===== src/common/hpmir_pkg.sv =====
// package for the host port mailbox and interrupt routing block
// assumes a 16-bit word bus on both the host port and the cpu side
package hpmir_pkg;
   localparam logic [15:0] HPMIR_BREAK_ADDR     = 16'h0140;
   localparam logic [15:0] HPMIR_ROUTE_ADDR     = 16'h0142;
   localparam logic [15:0] HPMIR_DOORBELL1_ADDR = 16'h0144;
   localparam logic [15:0] HPMIR_DOORBELL2_ADDR = 16'h0148;
   localparam logic [15:0] HPMIR_MAILBOX_ADDR   = 16'hc0c6;

   localparam logic [15:0] HPMIR_BREAK_RST   = 16'h0000;
   localparam logic [15:0] HPMIR_ROUTE_RST   = 16'h1400;
   localparam logic [15:0] HPMIR_MAILBOX_RST = 16'h0000;

   // routing register fields
   localparam int HPMIR_RT_SWAP_LO  = 0;
   localparam int HPMIR_RT_RESET1   = 1;
   localparam int HPMIR_RT_DONE1    = 2;
   localparam int HPMIR_RT_DONE2    = 3;
   localparam int HPMIR_RT_RESUME1  = 6;
   localparam int HPMIR_RT_RESUME2  = 7;
   localparam int HPMIR_RT_SWAP_HI  = 8;
   localparam int HPMIR_RT_RESET2   = 9;
   localparam int HPMIR_RT_FRM1_CPU = 10;
   localparam int HPMIR_RT_FRM1_HST = 11;
   localparam int HPMIR_RT_FRM2_CPU = 12;
   localparam int HPMIR_RT_FRM2_HST = 13;
   localparam int HPMIR_RT_IDENT    = 14;
   localparam int HPMIR_RT_VBUS     = 15;

   // host status port fields
   localparam int HPMIR_ST_MBX_OUT = 0;
   localparam int HPMIR_ST_RESET1  = 1;
   localparam int HPMIR_ST_DONE1   = 2;
   localparam int HPMIR_ST_DONE2   = 3;
   localparam int HPMIR_ST_DB1     = 4;
   localparam int HPMIR_ST_DB2     = 5;
   localparam int HPMIR_ST_RESUME1 = 6;
   localparam int HPMIR_ST_RESUME2 = 7;
   localparam int HPMIR_ST_MBX_IN  = 8;
   localparam int HPMIR_ST_RESET2  = 9;
   localparam int HPMIR_ST_FRM1    = 10;
   localparam int HPMIR_ST_FRM2    = 12;
   localparam int HPMIR_ST_IDENT   = 14;
   localparam int HPMIR_ST_VBUS    = 15;

   // one access request on a 16-bit word bus
   typedef struct packed {
      logic        rd;
      logic        wr;
      logic [15:0] addr;
      logic [15:0] wdata;
   } hpmir_req_t;

   // engine interrupt lines, already gated by their own enables
   typedef struct packed {
      logic vbus;
      logic ident;
      logic frame2;
      logic frame1;
      logic reset2;
      logic resume2;
      logic resume1;
      logic done2;
      logic done1;
      logic reset1;
   } hpmir_eng_irq_t;
endpackage


===== src/logic/hpmir_flag.sv =====
// one sticky event flag, set wins over clear
// assumes set and clear are single-cycle strobes in the core clock domain
`timescale 1ns/1ps
module hpmir_flag (
   input  wire logic ref_clk_i,
   input  wire logic resetn_i,
   input  wire logic set_i,
   input  wire logic clr_i,
   output logic      flag_o
);
   logic flag_reg;
   logic flag_next;

   always_comb begin
      flag_next = flag_reg;
      if (clr_i) begin
         flag_next = 1'b0;
      end
      if (set_i) begin
         flag_next = 1'b1;
      end
   end

   always_ff @(posedge ref_clk_i or negedge resetn_i) begin
      if (!resetn_i) begin
         flag_reg <= 1'b0;
      end else begin
         flag_reg <= flag_next;
      end
   end

   assign flag_o = flag_reg;
endmodule


===== src/logic/hpmir_swap.sv =====
// byte lane steering between the host data lines and the internal word
// assumes both swap bits are kept equal; only the high one steers
`timescale 1ns/1ps
module hpmir_swap (
   input  wire logic        swap_i,
   input  wire logic [15:0] word_i,
   output logic      [15:0] word_o
);
   always_comb begin
      word_o = swap_i ? {word_i[7:0], word_i[15:8]} : word_i;
   end
endmodule


===== src/logic/hpmir_top.sv =====
// host port mailbox, breakpoint, doorbells and interrupt routing
// assumes host and cpu requests are one-cycle strobes synchronous to ref_clk_i
`timescale 1ns/1ps

// How it works
// - host writes breakpoint word, cpu only reads
// - pc match raises vector 127, zero clears
// - routing word host writable, cpu read only
// - route bit sends irq to host pin
// - routing picks destination, enables stay elsewhere
// - bits 15,14 move vbus and ident irqs
// - bits 9,7,6,3,2,1 move port irqs
// - frame irqs own host/cpu bits, cpu default one
// - swap bits equal, 11 swaps byte lanes
// - cpu doorbell write sets its flag
// - enabled doorbell flag drives host irq pin
// - host doorbell read clears its flag
// - shared mailbox word, reset zero, both sides
// - host mailbox write fires cpu rx full
// - host mailbox read fires cpu tx empty
// - cpu mailbox write raises host pin, host read drops
// - status bits 0,8 mailbox, 4,5 doorbells
// - status read takes no cpu cycle
module hpmir_top (
   input  wire logic                     ref_clk_i,
   input  wire logic                     resetn_i,
   input  wire hpmir_pkg::hpmir_req_t    host_req_i,
   output logic      [15:0]              host_rdata_o,
   input  wire logic                     host_status_rd_i,
   output logic      [15:0]              host_status_o,
   output logic                          host_irq_out_o,
   input  wire logic                     db1_irq_en_i,
   input  wire logic                     db2_irq_en_i,
   input  wire hpmir_pkg::hpmir_req_t    cpu_req_i,
   output logic      [15:0]              cpu_rdata_o,
   input  wire logic [15:0]              cpu_pc_i,
   input  wire logic                     cpu_pc_valid_i,
   output logic                          break_irq_o,
   input  wire logic                     mbx_rx_full_en_i,
   input  wire logic                     mbx_tx_empty_en_i,
   output logic                          mbx_rx_full_irq_o,
   output logic                          mbx_tx_empty_irq_o,
   input  wire hpmir_pkg::hpmir_eng_irq_t eng_irq_i,
   output hpmir_pkg::hpmir_eng_irq_t     cpu_eng_irq_o
);
   import hpmir_pkg::*;

   logic [15:0] break_reg;
   logic [15:0] break_next;
   logic [15:0] route_reg;
   logic [15:0] route_next;
   logic [15:0] mbx_reg;
   logic [15:0] mbx_next;
   logic        brk_hit_reg;
   logic        brk_hit_next;
   logic [15:0] host_rdata_reg;
   logic [15:0] host_rdata_next;
   logic [15:0] cpu_rdata_reg;
   logic [15:0] cpu_rdata_next;
   logic [15:0] status_reg;
   logic [15:0] status_next;
   logic [15:0] host_wword;
   logic [15:0] host_rword;

   logic h_wr_brk;
   logic h_wr_route;
   logic h_wr_mbx;
   logic h_rd_mbx;
   logic h_rd_db1;
   logic h_rd_db2;
   logic c_wr_mbx;
   logic c_rd_mbx;
   logic c_wr_db1;
   logic c_wr_db2;
   logic db1_flag;
   logic db2_flag;
   logic mbx_out_flag;
   logic mbx_in_flag;
   logic rx_full_flag;
   logic tx_empty_flag;
   logic host_eng_irq;
   logic [15:0] host_eng_status;

   // host data enters and leaves through the byte steering
   hpmir_swap u_swap_in (
      .swap_i (route_reg[HPMIR_RT_SWAP_HI]),
      .word_i (host_req_i.wdata),
      .word_o (host_wword)
   );

   hpmir_swap u_swap_out (
      .swap_i (route_reg[HPMIR_RT_SWAP_HI]),
      .word_i (host_rdata_next),
      .word_o (host_rword)
   );

   // plain memory cycles, no special protocol
   assign h_wr_brk   = host_req_i.wr && (host_req_i.addr == HPMIR_BREAK_ADDR);
   assign h_wr_route = host_req_i.wr && (host_req_i.addr == HPMIR_ROUTE_ADDR);
   assign h_wr_mbx   = host_req_i.wr && (host_req_i.addr == HPMIR_MAILBOX_ADDR);
   assign h_rd_mbx   = host_req_i.rd && (host_req_i.addr == HPMIR_MAILBOX_ADDR);
   assign h_rd_db1   = host_req_i.rd && (host_req_i.addr == HPMIR_DOORBELL1_ADDR);
   assign h_rd_db2   = host_req_i.rd && (host_req_i.addr == HPMIR_DOORBELL2_ADDR);
   assign c_wr_mbx   = cpu_req_i.wr && (cpu_req_i.addr == HPMIR_MAILBOX_ADDR);
   assign c_rd_mbx   = cpu_req_i.rd && (cpu_req_i.addr == HPMIR_MAILBOX_ADDR);
   assign c_wr_db1   = cpu_req_i.wr && (cpu_req_i.addr == HPMIR_DOORBELL1_ADDR);
   assign c_wr_db2   = cpu_req_i.wr && (cpu_req_i.addr == HPMIR_DOORBELL2_ADDR);

   // register writes; cpu writes to breakpoint and routing are ignored
   always_comb begin
      break_next = break_reg;
      route_next = route_reg;
      mbx_next   = mbx_reg;
      if (h_wr_brk) begin
         break_next = host_wword;
      end
      if (h_wr_route) begin
         route_next = host_wword;
      end
      // a host write lands last when both sides write together
      if (c_wr_mbx) begin
         mbx_next = cpu_req_i.wdata;
      end
      if (h_wr_mbx) begin
         mbx_next = host_wword;
      end
   end

   // breakpoint hit holds until a zero is written
   always_comb begin
      brk_hit_next = brk_hit_reg;
      if (h_wr_brk && (host_wword == 16'h0000)) begin
         brk_hit_next = 1'b0;
      end
      if (cpu_pc_valid_i && (cpu_pc_i == break_reg) && !h_wr_brk) begin
         brk_hit_next = 1'b1;
      end
   end

   // read data, both sides registered
   always_comb begin
      host_rdata_next = 16'h0000;
      unique case (host_req_i.addr)
         HPMIR_BREAK_ADDR:   host_rdata_next = break_reg;
         HPMIR_ROUTE_ADDR:   host_rdata_next = route_reg;
         HPMIR_MAILBOX_ADDR: host_rdata_next = mbx_reg;
         default:            host_rdata_next = 16'h0000;
      endcase
      cpu_rdata_next = 16'h0000;
      unique case (cpu_req_i.addr)
         HPMIR_BREAK_ADDR:   cpu_rdata_next = break_reg;
         HPMIR_ROUTE_ADDR:   cpu_rdata_next = route_reg;
         HPMIR_MAILBOX_ADDR: cpu_rdata_next = mbx_reg;
         default:            cpu_rdata_next = 16'h0000;
      endcase
   end

   // doorbells: cpu write sets, host read of the same word clears
   hpmir_flag u_db1 (
      .ref_clk_i (ref_clk_i),
      .resetn_i  (resetn_i),
      .set_i     (c_wr_db1),
      .clr_i     (h_rd_db1),
      .flag_o    (db1_flag)
   );

   hpmir_flag u_db2 (
      .ref_clk_i (ref_clk_i),
      .resetn_i  (resetn_i),
      .set_i     (c_wr_db2),
      .clr_i     (h_rd_db2),
      .flag_o    (db2_flag)
   );

   // outgoing mailbox: cpu wrote, host has not read yet
   hpmir_flag u_mbx_out (
      .ref_clk_i (ref_clk_i),
      .resetn_i  (resetn_i),
      .set_i     (c_wr_mbx),
      .clr_i     (h_rd_mbx),
      .flag_o    (mbx_out_flag)
   );

   // incoming mailbox doubles as the cpu rx full source
   hpmir_flag u_mbx_in (
      .ref_clk_i (ref_clk_i),
      .resetn_i  (resetn_i),
      .set_i     (h_wr_mbx),
      .clr_i     (c_rd_mbx),
      .flag_o    (mbx_in_flag)
   );

   hpmir_flag u_tx_empty (
      .ref_clk_i (ref_clk_i),
      .resetn_i  (resetn_i),
      .set_i     (h_rd_mbx),
      .clr_i     (c_wr_mbx),
      .flag_o    (tx_empty_flag)
   );

   assign rx_full_flag = mbx_in_flag;

   // routing only steers; eng_irq_i arrives already enabled upstream
   always_comb begin
      host_eng_status = 16'h0000;
      host_eng_status[HPMIR_ST_VBUS]    = eng_irq_i.vbus    && route_reg[HPMIR_RT_VBUS];
      host_eng_status[HPMIR_ST_IDENT]   = eng_irq_i.ident   && route_reg[HPMIR_RT_IDENT];
      host_eng_status[HPMIR_ST_FRM2]    = eng_irq_i.frame2  && route_reg[HPMIR_RT_FRM2_HST];
      host_eng_status[HPMIR_ST_FRM1]    = eng_irq_i.frame1  && route_reg[HPMIR_RT_FRM1_HST];
      host_eng_status[HPMIR_ST_RESET2]  = eng_irq_i.reset2  && route_reg[HPMIR_RT_RESET2];
      host_eng_status[HPMIR_ST_RESUME2] = eng_irq_i.resume2 && route_reg[HPMIR_RT_RESUME2];
      host_eng_status[HPMIR_ST_RESUME1] = eng_irq_i.resume1 && route_reg[HPMIR_RT_RESUME1];
      host_eng_status[HPMIR_ST_DONE2]   = eng_irq_i.done2   && route_reg[HPMIR_RT_DONE2];
      host_eng_status[HPMIR_ST_DONE1]   = eng_irq_i.done1   && route_reg[HPMIR_RT_DONE1];
      host_eng_status[HPMIR_ST_RESET1]  = eng_irq_i.reset1  && route_reg[HPMIR_RT_RESET1];
   end

   assign host_eng_irq = |host_eng_status;

   // cpu keeps whatever is not taken over, except frame irqs, which need their cpu bits
   always_comb begin
      cpu_eng_irq_o.vbus    = eng_irq_i.vbus    && !route_reg[HPMIR_RT_VBUS];
      cpu_eng_irq_o.ident   = eng_irq_i.ident   && !route_reg[HPMIR_RT_IDENT];
      // frame irqs may go both ways; firmware must clear from one side only
      cpu_eng_irq_o.frame2  = eng_irq_i.frame2  && route_reg[HPMIR_RT_FRM2_CPU];
      cpu_eng_irq_o.frame1  = eng_irq_i.frame1  && route_reg[HPMIR_RT_FRM1_CPU];
      cpu_eng_irq_o.reset2  = eng_irq_i.reset2  && !route_reg[HPMIR_RT_RESET2];
      cpu_eng_irq_o.resume2 = eng_irq_i.resume2 && !route_reg[HPMIR_RT_RESUME2];
      cpu_eng_irq_o.resume1 = eng_irq_i.resume1 && !route_reg[HPMIR_RT_RESUME1];
      cpu_eng_irq_o.done2   = eng_irq_i.done2   && !route_reg[HPMIR_RT_DONE2];
      cpu_eng_irq_o.done1   = eng_irq_i.done1   && !route_reg[HPMIR_RT_DONE1];
      cpu_eng_irq_o.reset1  = eng_irq_i.reset1  && !route_reg[HPMIR_RT_RESET1];
   end

   // status word is a side path: no cpu request is made to serve it
   always_comb begin
      status_next = host_eng_status;
      status_next[HPMIR_ST_MBX_OUT] = mbx_out_flag;
      status_next[HPMIR_ST_MBX_IN]  = mbx_in_flag;
      status_next[HPMIR_ST_DB1]     = db1_flag;
      status_next[HPMIR_ST_DB2]     = db2_flag;
   end

   // configuration and mailbox words
   always_ff @(posedge ref_clk_i or negedge resetn_i) begin
      if (!resetn_i) begin
         break_reg <= HPMIR_BREAK_RST;
         route_reg <= HPMIR_ROUTE_RST;
         mbx_reg   <= HPMIR_MAILBOX_RST;
      end else begin
         break_reg <= break_next;
         route_reg <= route_next;
         mbx_reg   <= mbx_next;
      end
   end

   // breakpoint hit request
   always_ff @(posedge ref_clk_i or negedge resetn_i) begin
      if (!resetn_i) begin
         brk_hit_reg <= 1'b0;
      end else begin
         brk_hit_reg <= brk_hit_next;
      end
   end

   // read data is registered so neither bus sees a decode glitch
   always_ff @(posedge ref_clk_i or negedge resetn_i) begin
      if (!resetn_i) begin
         host_rdata_reg <= 16'h0000;
         cpu_rdata_reg  <= 16'h0000;
      end else begin
         host_rdata_reg <= host_rword;
         cpu_rdata_reg  <= cpu_rdata_next;
      end
   end

   // status costs one cycle of lag but never borrows a cpu access
   always_ff @(posedge ref_clk_i or negedge resetn_i) begin
      if (!resetn_i) begin
         status_reg <= 16'h0000;
      end else begin
         status_reg <= status_next;
      end
   end

   assign host_rdata_o       = host_rdata_reg;
   assign cpu_rdata_o        = cpu_rdata_reg;
   assign host_status_o      = status_reg;
   assign break_irq_o        = brk_hit_reg;
   assign mbx_rx_full_irq_o  = rx_full_flag && mbx_rx_full_en_i;
   assign mbx_tx_empty_irq_o = tx_empty_flag && mbx_tx_empty_en_i;
   assign host_irq_out_o     = mbx_out_flag
                             | (db1_flag && db1_irq_en_i)
                             | (db2_flag && db2_irq_en_i)
                             | host_eng_irq;

   // host_status_rd_i marks a poll only; reading status clears nothing
   logic status_poll_unused;
   assign status_poll_unused = host_status_rd_i;
endmodule

===== config.mk =====
export PLATFORM = sky130hd
export DESIGN_NAME = hpmir_top
export DESIGN_NICKNAME = d
export VERILOG_FILES = /design/src/common/hpmir_pkg.sv /design/src/logic/hpmir_flag.sv /design/src/logic/hpmir_swap.sv /design/src/logic/hpmir_top.sv
export SDC_FILE = /design/constraint.sdc
export NUM_CORES = 1
export LEC_CHECK = 0
export BUFFER_PORTS_ARGS = -buffer_cell sky130_fd_sc_hd__buf_4
export CAP_MARGIN = 20
export CORE_ASPECT_RATIO = 0.5
export CORE_MARGIN = 10
export CORE_UTILIZATION = 40
export DETAILED_ROUTE_END_ITERATION = 10
export PLACE_DENSITY_LB_ADDON = 0.25
export SLEW_MARGIN = 10
export SYNTH_ARGS = -nofsm -noshare
export SYNTH_HDL_FRONTEND = slang
export SYNTH_HIERARCHICAL = 1
export SYNTH_SLANG_ARGS = --single-unit

===== constraint.sdc =====
create_clock -name ref_clk_i -period 2 [get_ports ref_clk_i]
set_clock_uncertainty 0.05 [all_clocks]
set_input_delay 0.3 -clock ref_clk_i [delete_from_list [all_inputs] [get_ports ref_clk_i]]
set_output_delay 0.3 -clock ref_clk_i [all_outputs]
set_load 0.005 [all_outputs]

==> results.yml <==
status:
  outcome: "finished, violations left"
  violations: "setup timing"
global_route:
  grt_overflow_total: 0
  antenna_found_initial: 0
  grt_pass1_wl_mm: 27.1
  grt_use_total_pct: 19.0
  number_of_global_route_vias_before_repair: 4722
  pin_count_of_the_biggest_net_entering_global_routing: 40
layout:
  final_layout_size_suffix_gt1_share_pct: 52.5
  ff_latch_area_um2: 2510
  layout.filler_cells: 1029
  multi_input_area_um2: 2800
  final_net_count: 749
  layout-area-overhead-vs-synth_pct: 50.2
  antenna-diode-count: 0
route:
  drc_marker_count_from_the_first_detailed_route_iteration: 415
  post-route-drc-count: 0
  drt-vias-per-instance: 5.38
  ant_nets: 0
  drt_first_pass_iters: 4
  num_vias: 4421
  route.final.wire_length_mm: 18.3
  wire_per_inst_um: 22.3
die:
  die_area_um2: 18400
  die_width_um: 182
  initial_cell_density_of_the_core_pct: 41.2
  ios: 164
  rows: 29
  die_height_um: 101
  coreArea_um2: 12700
clock_tree:
  clock-sinks: 100
  clock_slew_at_the_register_clock_pins_of_the_worst_setup_and_hold_paths_ns: 0.07
  num_cts_buffers: 9
  cts_buffer_depth: 2
  cts_tree: "built"
  htree_levels: 3
  cts-root-buf: "sky130_fd_sc_hd__clkbuf_16"
  insertion_delay_ns: 0.35
critical_path:
  setup.worst_path.start_class: "register"
  path_cells: "and2_4 > a221oi_2 > buf_4 > or4b_4 > or4_4 > buf_6"
  timing.critical_path.arrival_ns: 2.27
  reg2reg_setup_slack_ns: 0.06
  crit_start: "route_reg[9]"
  ff2ff_path_depth: 6
  regToRegEndpoint: "break_irq_o"
  worst-path-max-fanout: 2
  worst_path_largest_cell_delay_ns: 0.48
  critPathCaptureType: "output pin"
  critical_path.reg2reg.startpoint: "route_reg[8]"
  worstPathRequired_ns: 1.65
  worst-setup-path-type: "reg2out"
  cp_max_delay_cell: "sky130_fd_sc_hd__or4b_4"
synth:
  yosys.area.top_type: "sky130_fd_sc_hd__dfrtp_1"
  netlist.area_leader.share_pct: 46.7
  synth_seq_area_share_pct: 47.7
  yosys.cell_count.top_type: "sky130_fd_sc_hd__dfrtp_1"
  post_synth.cell_area_avg_um2: 12.1
  yosys-top-cells-area: "sky130_fd_sc_hd__dfrtp_1 47%, sky130_fd_sc_hd__mux2_4 8.6%, sky130_fd_sc_hd__mux2_2 7.3%, sky130_fd_sc_hd__mux2i_1 6.1%, sky130_fd_sc_hd__o2bb2ai_1 5.3%"
  synth-main-ff-cell: "sky130_fd_sc_hd__dfrtp_1"
  syn-instance-count: 432
  synthArstFlopShare_pct: 100
  ys_seq_elements: 100
  synthTopCellsByCount: "98 x sky130_fd_sc_hd__dfrtp_1, 34 x sky130_fd_sc_hd__mux2_2, 32 x sky130_fd_sc_hd__mux2i_1, 32 x sky130_fd_sc_hd__o2bb2ai_1, 30 x sky130_fd_sc_hd__mux2_4"
  synth_edf_count: 0
  ys_warn_count: 6
  syn_area_um2: 5250
  synth_cell_type_count: 42
pwr:
  power.share.sequential_pct: 46.4
  power.internal_uw: 3390
  power.density_cell_area_nw_per_um2: 553
  comb_power_share_pct: 9.7
  power_frac_clock_pct: 43.8
  power.switching_fraction_pct: 22.2
  power.leakage_uw: 0.00390
  power.switching_uw: 967
  ir_drop_uv: 334
min_path:
  min-delay-start: "eng_irq_i[8]"
  hold_depth: 2
  worstHoldEndpoint: "host_status_o[14]"
  hp-class: "in2reg"
sta:
  worst_tran_pin_value_ns: 0.578
  grt_setup_unrepaired: "true"
  final.setup.tns_ns: -1.58
  fmax_mhz: 381
  timing.final.ws_setup_ns: -0.622
  timing.final.crit_share_pct: 131
  maxSlewViolCount: 0
  clock_period_minus_worst_slack_ns: 2.62
  maxSlewHeadroom_pct: 61.5
  setup_viol: 18
  finalHoldViolCount: 0
placed_design:
  place_worst_setup_slack_ns: -0.476
  gpl.final_weighted_congestion: 0.891
  port_buffers: 160
  dp_hpwl_mm: 14.0
job:
  maxCapViolCount: 0
-- worst max-delay path by stage --
stage,end
floorplan,route_reg[0]
global placement,host_irq_out_o
detailed placement,host_irq_out_o
CTS,host_irq_out_o
global route,host_irq_out_o
finish,host_irq_out_o
-- metrics by stage --
step | hold slack (ns) | utilization [%] | std cells | total power, uW | cell area [um2]
3_3_place_gp | 0.276 | 57.6 | 799 | 2460 | 7330
5_1_grt | 0.131 | 61.9 | 822 | 4490 | 7880
3_5_place_dp | 0.279 | 57.6 | 799 | 2470 | 7330
2_1_floorplan | -0.0456 | - | 433 | 2170 | 5520
6_report | 0.136 | 61.9 | 822 | 4360 | 7880
4_1_cts | 0.133 | 60.5 | 816 | 4370 | 7700
-- repair_timing --
action	in CTS	in global routing
hold endpoints to repair	36	0
resized for setup	7	19
cloned	0	3
hold buffers	1	0
setup endpoints to repair	2	45
setup buffers	0	3
pin swaps	3	5
-- power by group through the flow --
| stage | registers, uW | logic, uW | clock network (uW) |
|---|---|---|---|
| global placement | 2060 | 403 | 0 |
| detailed placement | 2060 | 408 | 0 |
| global route | 2020 | 454 | 2020 |
| finish | 2020 | 424 | 1910 |
| floorplan | 2060 | 110 | 0 |
| CTS | 2020 | 415 | 1930 |
-- kinds of logic after synthesis --
logic type                share of synthesized area (%)
muxes                                              22.0
AOI/OAI and AO/OA                                  10.7
other                                            0.0715
buffers and inverters                              5.51
DFF                                                47.7
xor gates and xnor gates                           2.67
and+or+nand+nor                                    11.3
-- cell usage in the layout (no fill, tap or decap), types with 3 or more instances in the layout --
master	n
sky130_fd_sc_hd__buf_4	214
sky130_fd_sc_hd__dfrtp_1	97
sky130_fd_sc_hd__mux2_4	47
sky130_fd_sc_hd__mux2i_1	32
sky130_fd_sc_hd__inv_1	24
sky130_fd_sc_hd__o2bb2ai_1	22
sky130_fd_sc_hd__nand4_1	19
sky130_fd_sc_hd__mux2_2	17
sky130_fd_sc_hd__o21ai_0	16
sky130_fd_sc_hd__a32oi_1	16
sky130_fd_sc_hd__xor2_1	15
sky130_fd_sc_hd__and2_1	13
sky130_fd_sc_hd__clkbuf_16	11
sky130_fd_sc_hd__buf_12	11
sky130_fd_sc_hd__nor2b_1	9
sky130_fd_sc_hd__o2bb2ai_4	9
sky130_fd_sc_hd__nor4_1	6
sky130_fd_sc_hd__nor3_1	5
sky130_fd_sc_hd__buf_6	5
sky130_fd_sc_hd__a21o_1	5
sky130_fd_sc_hd__nand2_1	4
sky130_fd_sc_hd__or4_1	4
sky130_fd_sc_hd__nor2_1	3
sky130_fd_sc_hd__nor3b_1	3
-- final cells by class --
cell class / instances / share of cell area (%)
Timing Repair Buffer: 234 / 24.7
Clock buffer: 11 / 3.08
Inverter: 24 / 1.14
Tap cell: 170 / 2.70
Clock inverter: 5 / 1.05
Multi-Input combinational cell: 278 / 35.5
Sequential cell: 100 / 31.8
-- layer usage --
metal | global-route usage, % | up-vias | routed length [um]
met5 | 0 | - | 0
met1 | 25.5 | 2178 | 7970
met2 | 29.8 | 190 | 8340
met3 | 5.41 | 17 | 1800
met4 | 4.10 | 0 | 191
li1 | - | 2036 | -
-- worst max-delay path: cells and delay by family, from the launching register on --
family                 cells  cell delay (ns)
AO/OA/AOI/OAI              1             0.18
flip-flops                 1             0.38
buffers and inverters      2             0.31
AND/OR/NAND/NOR            3             1.05
No activity file was read; power rests on OpenSTA's default activity.
